$ cat config.mk
export PLATFORM = sky130hd
export DESIGN_NAME = mcc_console
export DESIGN_NICKNAME = d
export VERILOG_FILES = /design/src/common/mcc_pkg.sv /design/src/common/mcc_tick_if.sv /design/src/core/mcc_blink.sv /design/src/core/mcc_console.sv
export SDC_FILE = /design/constraint.sdc
export NUM_CORES = 1
export LEC_CHECK = 0
export ABC_AREA = 0
export BUFFER_PORTS_ARGS = -buffer_cell sky130_fd_sc_hd__buf_4
export CORE_ASPECT_RATIO = 1.5
export CORE_MARGIN = 4
export CORE_UTILIZATION = 40
export DETAILED_ROUTE_END_ITERATION = 16
export PLACE_DENSITY = 0.68
export SLEW_MARGIN = 20
export SYNTH_ARGS = -nofsm -noshare
export SYNTH_HDL_FRONTEND = slang
export SYNTH_SLANG_ARGS = --single-unit
$ cat constraint.sdc
create_clock -name clk_sys_i -period 2.9 [get_ports clk_sys_i]
set_input_delay 0.29 -clock clk_sys_i [delete_from_list [all_inputs] [get_ports clk_sys_i]]
set_output_delay 0.29 -clock clk_sys_i [all_outputs]
set_load 0.05 [all_outputs]
$ cat src/common/mcc_pkg.sv
// Constants, types and helper functions for the monitor console control block
package mcc_pkg;

	localparam int CLK_KHZ = 125000;
	localparam int HOLD_MS = 2000;
	localparam int SLOT_MS = 125;
	localparam int FLASH_MS = 100;
	localparam int HOLD_CYC = HOLD_MS * CLK_KHZ;
	localparam int SLOT_CYC = SLOT_MS * CLK_KHZ;
	localparam int FLASH_CYC = FLASH_MS * CLK_KHZ;

	localparam int SEL_N = 7;
	localparam int COMM_N = 3;
	localparam int KEY_W = 18;
	localparam int SYNC_W = 26;

	localparam logic [2:0] NO_SRC = 3'h0;
	localparam logic [2:0] SRC_RESET = 3'h1;
	localparam logic [2:0] LVL_RESET = 3'h4;
	localparam logic [2:0] LVL_MAX = 3'h7;
	localparam logic [2:0] LVL_MIN = 3'h0;
	localparam logic [7:0] LVL_DEADBAND = 8'h02;
	localparam logic [4:0] TONE_BELOW_DB = 5'h0A;
	localparam logic [2:0] SLOT_FIRST = 3'h0;
	localparam logic [2:0] SLOT_SECOND = 3'h2;
	localparam logic [4:0] DIM_DB [6] = '{5'h00, 5'h1E, 5'h19, 5'h14, 5'h0F, 5'h0A};

	typedef enum logic [1:0] {
		CR_STEREO = 2'b00,
		CR_LEFT = 2'b01,
		CR_RIGHT = 2'b10
	} mcc_cr_mode_t;

	// Lowest pressed input wins when several arrive in the same cycle
	function automatic logic [2:0] mcc_enc7(input logic [6:0] k);
		logic [2:0] c;
		c = NO_SRC;
		for (int i = SEL_N - 1; i >= 0; i--)
			if (k[i])
				c = 3'(i + 1);
		return c;
	endfunction : mcc_enc7

	function automatic logic [6:0] mcc_col_led(input logic [2:0] src, input logic [6:0] mono,
		input logic blink);
		logic [6:0] v;
		v = 7'h00;
		for (int i = 0; i < SEL_N; i++)
			v[i] = (src == 3'(i + 1)) && (!mono[i] || blink);
		return v;
	endfunction : mcc_col_led

endpackage : mcc_pkg

$ cat src/common/mcc_tick_if.sv
// Blink phase carrier between the blink timer and the console logic
`timescale 1ns/10ps
`default_nettype none
interface mcc_tick_if;
	logic [2:0] slot;
	modport src(output slot);
	modport dst(input slot);
endinterface : mcc_tick_if
`default_nettype wire

$ cat src/core/mcc_blink.sv
// Free-running blink slot timer for the console LEDs
`timescale 1ns/10ps
`default_nettype none
module mcc_blink
	import mcc_pkg::*;
#(
	parameter int SLOT_CYCLES = SLOT_CYC
)(
	input wire logic clk_sys_i,
	input wire logic rst_i,
	mcc_tick_if.src tick
);

	logic [31:0] cnt_r;
	logic [2:0] slot_r;

	always_ff @(posedge clk_sys_i)
	begin
		if (rst_i)
		begin
			cnt_r <= 32'h0;
			slot_r <= 3'h0;
		end
		else if (cnt_r == 32'(SLOT_CYCLES - 1))
		begin
			cnt_r <= 32'h0;
			slot_r <= slot_r + 3'h1;
		end
		else
			cnt_r <= cnt_r + 32'h1;
	end

	assign tick.slot = slot_r;

endmodule : mcc_blink
`default_nettype wire

$ cat src/core/mcc_console.sv
// Monitor console control: key scan, routing state, communications and LEDs
`timescale 1ns/10ps
`default_nettype none
module mcc_console
	import mcc_pkg::*;
#(
	parameter int HOLD_CYCLES = HOLD_CYC,
	parameter int SLOT_CYCLES = SLOT_CYC,
	parameter int FLASH_CYCLES = FLASH_CYC
)(
	input wire logic clk_sys_i,
	input wire logic rst_i,
	input wire logic [6:0] input_select_keys_i,
	input wire logic key_phones_i,
	input wire logic key_dub_i,
	input wire logic key_ab_i,
	input wire logic key_dim_i,
	input wire logic key_mono_i,
	input wire logic key_studio_i,
	input wire logic [2:0] key_comm_i,
	input wire logic key_up_i,
	input wire logic key_dn_i,
	input wire logic [7:0] cr_level_i,
	input wire logic [6:0] cfg_mono_in_i,
	input wire logic cfg_st_follows_hp_i,
	input wire logic cfg_hp_follows_cr_i,
	input wire logic cfg_mono_latch_i,
	input wire logic cfg_auto_dim_off_i,
	input wire logic [2:0] cfg_comm_latch_i,
	input wire logic cfg_talk_add_i,
	input wire logic cfg_slate_hp_i,
	input wire logic cfg_tone_en_i,
	input wire logic [5:0] cfg_dim_sel_i,
	output logic [2:0] cr_src_o,
	output logic [2:0] hp_src_o,
	output logic [2:0] st_src_o,
	output logic [2:0] dub_src_o,
	output logic pair_b_o,
	output logic [1:0] cr_mode_o,
	output logic mono_o,
	output logic studio_on_o,
	output logic dim_o,
	output logic dim_mute_o,
	output logic [4:0] dim_db_o,
	output logic [2:0] comm_active_o,
	output logic [8:0] comm_level_o,
	output logic [2:0] hp_comm_level_o,
	output logic studio_mic_o,
	output logic hp_mic_replace_o,
	output logic hp_mic_mix_o,
	output logic dub_mic_o,
	output logic tone_on_o,
	output logic [2:0] tone_level_o,
	output logic [4:0] tone_atten_db_o,
	output logic [6:0] led_cr_o,
	output logic [6:0] led_hp_o,
	output logic [6:0] led_dub_o,
	output logic led_a_o,
	output logic led_b_o,
	output logic led_dim_o,
	output logic led_mono_o,
	output logic led_studio_o,
	output logic [2:0] led_comm_o
);

	logic [SYNC_W-1:0] sync1_r;
	logic [SYNC_W-1:0] sync2_r;
	logic [KEY_W-1:0] prev_r;
	logic [6:0] sel_s, sel_p;
	logic ph_s, dub_s, ab_s, dim_s, mono_s, st_s, up_s, dn_s;
	logic ph_p, dub_p, ab_p, dim_p, mono_p, st_p, up_p, dn_p;
	logic [2:0] comm_s, comm_p, comm_e;
	logic [7:0] lvl_s;
	logic ab_e, dim_e, mono_e, st_e, up_e, dn_e, both_s, both_e;
	logic [2:0] sel_code;
	logic [2:0] cr_src_r, hp_src_r, st_src_r, dub_src_r, st_src_nxt;
	logic pair_b_r, mono_r, studio_on_r, dim_user_r;
	logic [7:0] lvl_ref_r, lvl_diff;
	logic lvl_moved;
	logic [31:0] hold_cnt_r, st_fl_r, cm_fl_r;
	logic hold_done_r, hold_ok, hold_fire;
	mcc_cr_mode_t cr_mode_r;
	logic [2:0] comm_r;
	logic [2:0] lvl_r [COMM_N];
	logic [2:0] cur_lvl;
	logic step_up, step_dn, step_ok, comm_any, pair_on, blink;
	logic [4:0] dim_db;

	mcc_tick_if tick_if();

	mcc_blink #(
		.SLOT_CYCLES(SLOT_CYCLES)
	) u_blink (
		.clk_sys_i(clk_sys_i),
		.rst_i(rst_i),
		.tick(tick_if)
	);

	// Every key and the level pot come from the panel, so all pass two flops
	always_ff @(posedge clk_sys_i)
	begin
		if (rst_i)
		begin
			sync1_r <= '0;
			sync2_r <= '0;
			prev_r <= '0;
		end
		else
		begin
			sync1_r <= {input_select_keys_i, key_phones_i, key_dub_i, key_ab_i, key_dim_i,
				key_mono_i, key_studio_i, key_comm_i, key_up_i, key_dn_i, cr_level_i};
			sync2_r <= sync1_r;
			prev_r <= sync2_r[SYNC_W-1:8];
		end
	end

	assign {sel_s, ph_s, dub_s, ab_s, dim_s, mono_s, st_s, comm_s, up_s, dn_s, lvl_s} = sync2_r;
	assign {sel_p, ph_p, dub_p, ab_p, dim_p, mono_p, st_p, comm_p, up_p, dn_p} = prev_r;
	assign ab_e = ab_s & ~ab_p;
	assign dim_e = dim_s & ~dim_p;
	assign mono_e = mono_s & ~mono_p;
	assign st_e = st_s & ~st_p;
	assign up_e = up_s & ~up_p;
	assign dn_e = dn_s & ~dn_p;
	assign comm_e = comm_s & ~comm_p;
	assign both_s = up_s & dn_s;
	assign both_e = both_s & ~(up_p & dn_p);
	assign sel_code = mcc_enc7(sel_s & ~sel_p);
	assign comm_any = comm_r != 3'h0;
	assign blink = tick_if.slot[1];

	// Source selection; a modifier key decides which column is changed
	always_ff @(posedge clk_sys_i)
	begin
		if (rst_i)
		begin
			cr_src_r <= SRC_RESET;
			hp_src_r <= SRC_RESET;
			dub_src_r <= SRC_RESET;
		end
		else if (sel_code != NO_SRC)
		begin
			if (ph_s)
				hp_src_r <= sel_code;
			else if (dub_s)
				dub_src_r <= sel_code;
			else
			begin
				cr_src_r <= sel_code;
				if (cfg_hp_follows_cr_i)
					hp_src_r <= sel_code;
			end
		end
		else if (both_e)
		begin
			if (ph_s)
				hp_src_r <= NO_SRC;
			else if (dub_s)
				dub_src_r <= NO_SRC;
		end
	end

	assign st_src_nxt = cfg_st_follows_hp_i ? hp_src_r : cr_src_r;

	always_ff @(posedge clk_sys_i)
	begin
		if (rst_i)
			st_src_r <= SRC_RESET;
		else
			st_src_r <= st_src_nxt;
	end

	// Studio LED goes dark briefly when an on feed changes source
	always_ff @(posedge clk_sys_i)
	begin
		if (rst_i)
			st_fl_r <= 32'h0;
		else if (studio_on_r && st_src_nxt != st_src_r)
			st_fl_r <= 32'(FLASH_CYCLES);
		else if (st_fl_r != 32'h0)
			st_fl_r <= st_fl_r - 32'h1;
	end

	always_ff @(posedge clk_sys_i)
	begin
		if (rst_i)
		begin
			pair_b_r <= 1'b0;
			studio_on_r <= 1'b0;
			mono_r <= 1'b0;
		end
		else
		begin
			if (ab_e)
				pair_b_r <= ~pair_b_r;
			if (st_e)
				studio_on_r <= ~studio_on_r;
			if (cfg_mono_latch_i)
				mono_r <= mono_e ? ~mono_r : mono_r;
			else
				mono_r <= mono_s;
		end
	end

	// Reference follows the pot except while user dim is engaged outside talkback, so the tear of a
	// two-flop synchronised multi-bit pot value is absorbed by the deadband
	assign lvl_diff = (lvl_s > lvl_ref_r) ? lvl_s - lvl_ref_r : lvl_ref_r - lvl_s;
	assign lvl_moved = lvl_diff > LVL_DEADBAND;

	always_ff @(posedge clk_sys_i)
	begin
		if (rst_i)
		begin
			dim_user_r <= 1'b0;
			lvl_ref_r <= 8'h00;
		end
		else if (dim_e)
		begin
			dim_user_r <= ~dim_user_r;
			lvl_ref_r <= lvl_s;
		end
		else if (cfg_auto_dim_off_i && dim_user_r && !comm_any && lvl_moved)
			dim_user_r <= 1'b0;
		else if (!dim_user_r || comm_any)
			lvl_ref_r <= lvl_s;
	end

	// Long hold of both level keys, only outside communications and modifiers
	assign hold_ok = both_s && !ph_s && !dub_s && !comm_any;
	assign hold_fire = hold_ok && !hold_done_r && hold_cnt_r == 32'(HOLD_CYCLES - 1);

	always_ff @(posedge clk_sys_i)
	begin
		if (rst_i || !hold_ok)
		begin
			hold_cnt_r <= 32'h0;
			hold_done_r <= 1'b0;
		end
		else if (hold_fire)
			hold_done_r <= 1'b1;
		else if (!hold_done_r)
			hold_cnt_r <= hold_cnt_r + 32'h1;
	end

	always_ff @(posedge clk_sys_i)
	begin
		if (rst_i)
			cr_mode_r <= CR_STEREO;
		else if (hold_fire)
		begin
			unique case (cr_mode_r)
				CR_STEREO: cr_mode_r <= CR_LEFT;
				CR_LEFT: cr_mode_r <= CR_RIGHT;
				CR_RIGHT: cr_mode_r <= CR_STEREO;
				default: cr_mode_r <= CR_STEREO;
			endcase
		end
	end

	// A function starts only from idle and only for a single fresh press
	always_ff @(posedge clk_sys_i)
	begin
		if (rst_i)
			comm_r <= 3'h0;
		else if (!comm_any)
		begin
			if ($onehot(comm_e))
				comm_r <= comm_e;
		end
		else if ((comm_e & comm_r & cfg_comm_latch_i) != 3'h0)
			comm_r <= 3'h0;
		else if ((comm_r & ~cfg_comm_latch_i & ~comm_s) != 3'h0)
			comm_r <= 3'h0;
	end

	assign step_up = up_e & ~dn_s;
	assign step_dn = dn_e & ~up_s;
	assign cur_lvl = comm_r[0] ? lvl_r[0] : (comm_r[1] ? lvl_r[1] : lvl_r[2]);
	assign step_ok = comm_any && ((step_up && cur_lvl != LVL_MAX) ||
		(step_dn && cur_lvl != LVL_MIN));

	always_ff @(posedge clk_sys_i)
	begin
		for (int i = 0; i < COMM_N; i++)
		begin
			if (rst_i)
				lvl_r[i] <= LVL_RESET;
			else if (comm_r[i] && step_up && lvl_r[i] != LVL_MAX)
				lvl_r[i] <= lvl_r[i] + 3'h1;
			else if (comm_r[i] && step_dn && lvl_r[i] != LVL_MIN)
				lvl_r[i] <= lvl_r[i] - 3'h1;
		end
	end

	always_ff @(posedge clk_sys_i)
	begin
		if (rst_i)
			cm_fl_r <= 32'h0;
		else if (step_ok)
			cm_fl_r <= 32'(FLASH_CYCLES);
		else if (cm_fl_r != 32'h0)
			cm_fl_r <= cm_fl_r - 32'h1;
	end

	// A code that is not one-hot falls back to mute, the safe side
	always_comb
	begin
		dim_db = DIM_DB[0];
		for (int i = 1; i < 6; i++)
			if (cfg_dim_sel_i == 6'(6'h01 << i))
				dim_db = DIM_DB[i];
	end

	assign pair_on = (cr_mode_r == CR_STEREO) || !(tick_if.slot == SLOT_FIRST ||
		(cr_mode_r == CR_RIGHT && tick_if.slot == SLOT_SECOND));

	always_ff @(posedge clk_sys_i)
	begin
		if (rst_i)
		begin
			led_cr_o <= 7'h00;
			led_hp_o <= 7'h00;
			led_dub_o <= 7'h00;
			led_a_o <= 1'b0;
			led_b_o <= 1'b0;
			led_dim_o <= 1'b0;
			led_mono_o <= 1'b0;
			led_studio_o <= 1'b0;
			led_comm_o <= 3'h0;
		end
		else
		begin
			led_cr_o <= mcc_col_led(cr_src_r, cfg_mono_in_i, blink);
			led_hp_o <= mcc_col_led(hp_src_r, cfg_mono_in_i, blink);
			led_dub_o <= mcc_col_led(dub_src_r, cfg_mono_in_i, blink);
			led_a_o <= ~pair_b_r & pair_on;
			led_b_o <= pair_b_r & pair_on;
			led_dim_o <= dim_user_r | comm_any;
			led_mono_o <= mono_r;
			led_studio_o <= studio_on_r && st_fl_r == 32'h0;
			led_comm_o <= (comm_r | {1'b0, cfg_slate_hp_i & comm_r[2], 1'b0}) &
				{3{cm_fl_r == 32'h0}};
		end
	end

	// Any talkback dims the control room to avoid feedback
	always_ff @(posedge clk_sys_i)
	begin
		if (rst_i)
		begin
			dim_o <= 1'b0;
			dim_mute_o <= 1'b0;
			dim_db_o <= 5'h00;
			hp_comm_level_o <= LVL_RESET;
			studio_mic_o <= 1'b0;
			hp_mic_replace_o <= 1'b0;
			hp_mic_mix_o <= 1'b0;
			dub_mic_o <= 1'b0;
			tone_on_o <= 1'b0;
			tone_level_o <= LVL_RESET;
		end
		else
		begin
			dim_o <= dim_user_r | comm_any;
			dim_mute_o <= dim_db == DIM_DB[0];
			dim_db_o <= dim_db;
			hp_comm_level_o <= (comm_r[2] && cfg_slate_hp_i) ? lvl_r[2] : lvl_r[1];
			studio_mic_o <= comm_r[0];
			hp_mic_replace_o <= comm_r[1] & ~cfg_talk_add_i;
			hp_mic_mix_o <= (comm_r[1] & cfg_talk_add_i) | (comm_r[2] & cfg_slate_hp_i);
			dub_mic_o <= comm_r[2];
			tone_on_o <= comm_r[2] & cfg_tone_en_i;
			tone_level_o <= lvl_r[2];
		end
	end

	assign tone_atten_db_o = TONE_BELOW_DB;
	assign cr_src_o = cr_src_r;
	assign hp_src_o = hp_src_r;
	assign st_src_o = st_src_r;
	assign dub_src_o = dub_src_r;
	assign pair_b_o = pair_b_r;
	assign cr_mode_o = cr_mode_r;
	assign mono_o = mono_r;
	assign studio_on_o = studio_on_r;
	assign comm_active_o = comm_r;
	assign comm_level_o = {lvl_r[2], lvl_r[1], lvl_r[0]};

	cr_select_a: assert property (@(posedge clk_sys_i) disable iff (rst_i)
		(sel_code != NO_SRC && !ph_s && !dub_s) |=> cr_src_r == $past(sel_code))
		else $error("control-room source not taken");
	hp_follow_a: assert property (@(posedge clk_sys_i) disable iff (rst_i)
		(sel_code != NO_SRC && !ph_s && !dub_s && cfg_hp_follows_cr_i)
		|=> hp_src_r == $past(sel_code))
		else $error("headphone did not follow");
	studio_eq_a: assert property (@(posedge clk_sys_i) disable iff (rst_i)
		cfg_st_follows_hp_i |=> st_src_r == $past(hp_src_r))
		else $error("studio differs from headphones");
	hp_none_a: assert property (@(posedge clk_sys_i) disable iff (rst_i)
		(ph_s && both_e && sel_code == NO_SRC) |=> hp_src_r == NO_SRC ##1 led_hp_o == 7'h00)
		else $error("headphone none not selected");
	pair_toggle_a: assert property (@(posedge clk_sys_i) disable iff (rst_i)
		ab_e |=> pair_b_r != $past(pair_b_r))
		else $error("pair did not alternate");
	dim_toggle_a: assert property (@(posedge clk_sys_i) disable iff (rst_i)
		dim_e |=> dim_user_r != $past(dim_user_r) ##1 dim_o == $past(dim_user_r | comm_any))
		else $error("dim did not toggle");
	auto_dim_a: assert property (@(posedge clk_sys_i) disable iff (rst_i)
		(cfg_auto_dim_off_i && dim_user_r && !comm_any && lvl_moved && !dim_e) |=> !dim_user_r)
		else $error("auto dim off missed");
	comm_dim_a: assert property (@(posedge clk_sys_i) disable iff (rst_i)
		(comm_any && !dim_e) |=> dim_user_r == $past(dim_user_r))
		else $error("dim cancelled during talkback");
	comm_one_a: assert property (@(posedge clk_sys_i) disable iff (rst_i)
		(!comm_any && comm_e != 3'h0 && !$onehot(comm_e)) |=> !comm_any)
		else $error("several functions started");
	mode_cycle_a: assert property (@(posedge clk_sys_i) disable iff (rst_i)
		hold_fire |=> cr_mode_r != $past(cr_mode_r) && hold_done_r)
		else $error("mode did not advance");
	studio_led_a: assert property (@(posedge clk_sys_i) disable iff (rst_i)
		!studio_on_r |=> !led_studio_o)
		else $error("studio LED lit while off");
	level_step_a: assert property (@(posedge clk_sys_i) disable iff (rst_i)
		(comm_r[0] && step_up && lvl_r[0] != LVL_MAX) |=> lvl_r[0] == $past(lvl_r[0]) + 3'h1)
		else $error("level did not step");

endmodule : mcc_console
`default_nettype wire

==> impl_metrics.tcl <==
set metrics [dict create \
    setup_total_negative_slack_ns 0 \
    final-max-slew-violation-count 0 \
    netlist.area_leader.share_pct 45.1 \
    cts-htree-levels 1 \
    postCtsResizedCells 0 \
    start_kind "flop" \
    cell_internal_pwr_w 0.00808 \
    dr.first_iter.drc_count 361 \
    pwr-share-seq_pct 40.6 \
    postCtsSetupRepairBufs 0 \
    clk_transition_reported_paths_ns 0.06 \
    synth-main-ff-cell "sky130_fd_sc_hd__dfxtp_1" \
    critical_path.reg2reg.endpoint "dim_user_r$_SDFFE_PP0P_" \
    place.gp.congestion 0.835 \
    fin_cells 1918 \
    yosys.cell_types.count 69 \
    placedCellCount 1836 \
    ir_worst_vdd_v 0.000436 \
    area.growth.synth_to_final_pct 21.8 \
    cp-end-kind "flop" \
    final_hold_viol_count 0 \
    fp.dieArea_um2 33400 \
    antenna_cells 0 \
    first_pass_iters 5 \
    yosys_warnings 0 \
    cts_hold_repair.buffers 32 \
    floorplan.initialDensity_pct 40.5 \
    clock_latency_ns 0.55 \
    synth.ff_latch_count 284 \
    worst-path-max-fanout 2 \
    num_rows 78 \
    post-route-min-period_ns 2.42 \
    final_net_count 1583 \
    max_clock_skew_ns 0.0199 \
    setup_viol_count_final 0 \
    crit_start "lvl_ref_r[0]$_SDFFE_PP0P_" \
    grt_start_max_net_pins 68 \
    critical_path.endpoint "dim_user_r$_SDFFE_PP0P_" \
    syn_area_per_cell_um2 9.10 \
    synth_edf_count 9 \
    post_synthesis_cell_type_with_the_largest_combined_area "sky130_fd_sc_hd__dfxtp_1" \
    grt_pass1_vias 9699 \
    hp-class "in -> reg" \
    core_area_um2 30200 \
    share_clk_of_total_power_pct 30.9 \
    final_worst_path_period_share_pct 83.5 \
    die_h_um 222 \
    clock_sinks 284 \
    synth_top_cells_by_area "sky130_fd_sc_hd__dfxtp_1 45%, sky130_fd_sc_hd__nor2_1 5.4%, sky130_fd_sc_hd__xnor2_1 5.0%, sky130_fd_sc_hd__nor2b_1 4.8%, sky130_fd_sc_hd__xor2_1 3.7%" \
    groute.usage.overall_pct 16.3 \
    layout-drive-gt1-share_pct 14.0 \
    drv_cap 0 \
    cts_tree "done" \
    grt_first_pass_wirelength_um 46000 \
    crit-reg2reg-launch "lvl_ref_r[0]$_SDFFE_PP0P_" \
    maxClockFrequency_ghz 0.413 \
    worst-r2r-setup-slack_ns 0.48 \
    timing.critical_path.required_ns 3.38 \
    die-width_um 151 \
    cts.root.buffer_cell "sky130_fd_sc_hd__clkbuf_16" \
    port_buffers 126 \
    antenna_left 0 \
    run_status "finished clean" \
    timing.critical_path.arrival_ns 2.91 \
    max_slew.worst_pin.slew_ns 0.801 \
    sw_frac_of_total_pct 32.5 \
    via_per_inst 5.10 \
    yosysSeqAreaShare_pct 47.3 \
    cts_buffer_depth 3 \
    syn_inst 1341 \
    drt-wirelength-per-cell_um 14.3 \
    netSwitchingPower_w 0.00390 \
    antenna_violations_before_repair 0 \
    crit_type "reg -> reg" \
    drc_violations 0 \
    vias 9787 \
    p_leak_nw 5.73 \
    cell_area_power_density_nw_per_um2 806 \
    ioPinCount 132 \
    total_congestion_overflow 0 \
    async_flop_share_pct 0 \
    synthesis.area_um2 12200 \
    maxSlewHeadroom_pct 46.1 \
    worst_r2r_path_depth 9 \
    comb_power_share_pct 28.5 \
    cts_made_buffers 28 \
    total_half_perimeter_wirelength_after_legalization_and_detailed_placement_um 19400 \
    route.final.wire_length_um 27400 \
    grt_setup_unrepaired "false" \
]
-- synth_stat cells (all sizes together) (22+ instances only) --
cell,count
nor2b,94
clkbuf,45
nor4,53
nor3,42
nand2b,24
inv,40
nand2,72
nor2,177
xor2,51
ha,30
dfxtp,275
nand3,41
a21oi,65
o21ai,30
xnor2,69
nand4,22
-- flip-flops by register name, summed over array words and instances (netlist names), 8 cells and up --
register / cells
cm_fl_r: 32
sync2_r: 26
lvl_r: 9
lvl_ref_r: 8
hold_cnt_r: 32
prev_r: 16
sync1_r: 26
u_blink.cnt_r: 32
st_fl_r: 32
-- worst min path at each step --
stage / start / end / slack [ns] / cells past startpoint
final: cfg_slate_hp_i / led_comm_o[1]$_SDFF_PP0_ / 0.03 / 3
after CTS: cfg_slate_hp_i / led_comm_o[1]$_SDFF_PP0_ / 0.003 / 3
after global routing: cfg_slate_hp_i / led_comm_o[1]$_SDFF_PP0_ / 0.02 / 3
after detailed placement: sync1_r[20]$_SDFF_PP0_ / sync2_r[20]$_SDFF_PP0_ / 0.42 / 1
after global placement: sync1_r[2]$_SDFF_PP0_ / sync2_r[2]$_SDFF_PP0_ / 0.42 / 1
after floorplan: cfg_talk_add_i / hp_mic_replace_o$_SDFF_PP0_ / 0.36 / 1
-- critical path: stages, from the launching register on --
cell and delay [ns]:
sky130_fd_sc_hd__dfxtp_1 0.32, sky130_fd_sc_hd__inv_1 0.07, sky130_fd_sc_hd__ha_1 0.17, sky130_fd_sc_hd__inv_1 0.06, sky130_fd_sc_hd__fa_1 0.41, sky130_fd_sc_hd__xor2_1 0.18
sky130_fd_sc_hd__a2111oi_0 0.45, sky130_fd_sc_hd__nand3_1 0.15, sky130_fd_sc_hd__nor4_1 0.34, sky130_fd_sc_hd__a311o_1 0.22
-- kinds of logic (layout without fill, tap and decap cells) --
| kind of cell | after synthesis | after routing | share of synthesized area (%) |
|---|---|---|---|
| AOI/OAI and AO/OA | 165 | 165 | 8.50 |
| xor gates and xnor gates | 120 | 120 | 8.61 |
| adders and majority gates | 34 | 34 | 3.73 |
| buffers and inverters | 97 | 271 | 3.25 |
| DFF | 284 | 284 | 47.3 |
| muxes | 18 | 18 | 1.49 |
| other | 2 | 5 | 0.0615 |
| and+or+nand+nor | 621 | 621 | 27.0 |
-- layout make-up --
| cell class | count | area [um^2] |
|---|---|---|
| clock buffers | 42 | 855 |
| clock inverters | 8 | 105 |
| fillers | 2830 | 15300 |
| inverters | 40 | 150 |
| multi-input cells | 963 | 6050 |
| flip-flops and latches | 284 | 5780 |
| well taps | 400 | 500 |
| repair buffers | 181 | 1440 |
-- power by group through the flow --
stage,clock (W),sequential [W],combinational (W)
CTS,0.00382,0.00486,0.00342
floorplan,0,0.00494,0.00260
global route,0.00396,0.00492,0.00386
global placement,0,0.00491,0.00330
detailed placement,0,0.00493,0.00336
finish,0.00370,0.00486,0.00341
-- cell usage in the layout (no fill, tap or decap), types with 22 or more instances in the layout --
master                          instances
sky130_fd_sc_hd__nand2_1               72
sky130_fd_sc_hd__a21oi_1               65
sky130_fd_sc_hd__inv_1                 40
sky130_fd_sc_hd__nor3_1                41
sky130_fd_sc_hd__clkbuf_16             29
sky130_fd_sc_hd__buf_4                149
sky130_fd_sc_hd__dlygate4sd3_1         32
sky130_fd_sc_hd__xnor2_1               69
sky130_fd_sc_hd__nand4_1               22
sky130_fd_sc_hd__nor2_1               177
sky130_fd_sc_hd__nand3_1               41
sky130_fd_sc_hd__ha_1                  30
sky130_fd_sc_hd__dfxtp_1              275
sky130_fd_sc_hd__nor2b_1               94
sky130_fd_sc_hd__nand2b_1              24
sky130_fd_sc_hd__xor2_1                51
sky130_fd_sc_hd__nor4_1                48
sky130_fd_sc_hd__o21ai_0               29
-- per-stage QoR --
step | area (um^2) | total power [W] | setup slack (ns) | hold WS, ns | util [%]
6_report | 14900 | 0.0120 | 0.477 | 0.0309 | 49.3
5_1_grt | 14900 | 0.0127 | 0.160 | 0.0166 | 49.3
4_1_cts | 14900 | 0.0121 | 0.494 | 0.00346 | 49.3
3_5_place_dp | 13600 | 0.00829 | 0.510 | 0.423 | 45.1
3_3_place_gp | 13600 | 0.00822 | 0.544 | 0.417 | 45.1
2_1_floorplan | 12200 | 0.00755 | 0.507 | 0.362 | -
-- metal layers --
layer | GRT usage, % | up-vias | wire length [um]
met5 | 0 | - | 0
met3 | 2.33 | 49 | 1400
met4 | 5.30 | 0 | 674
li1 | - | 4926 | -
met1 | 19.7 | 4590 | 11500
met2 | 29.4 | 222 | 13800
(Power assumes the default switching activity.)
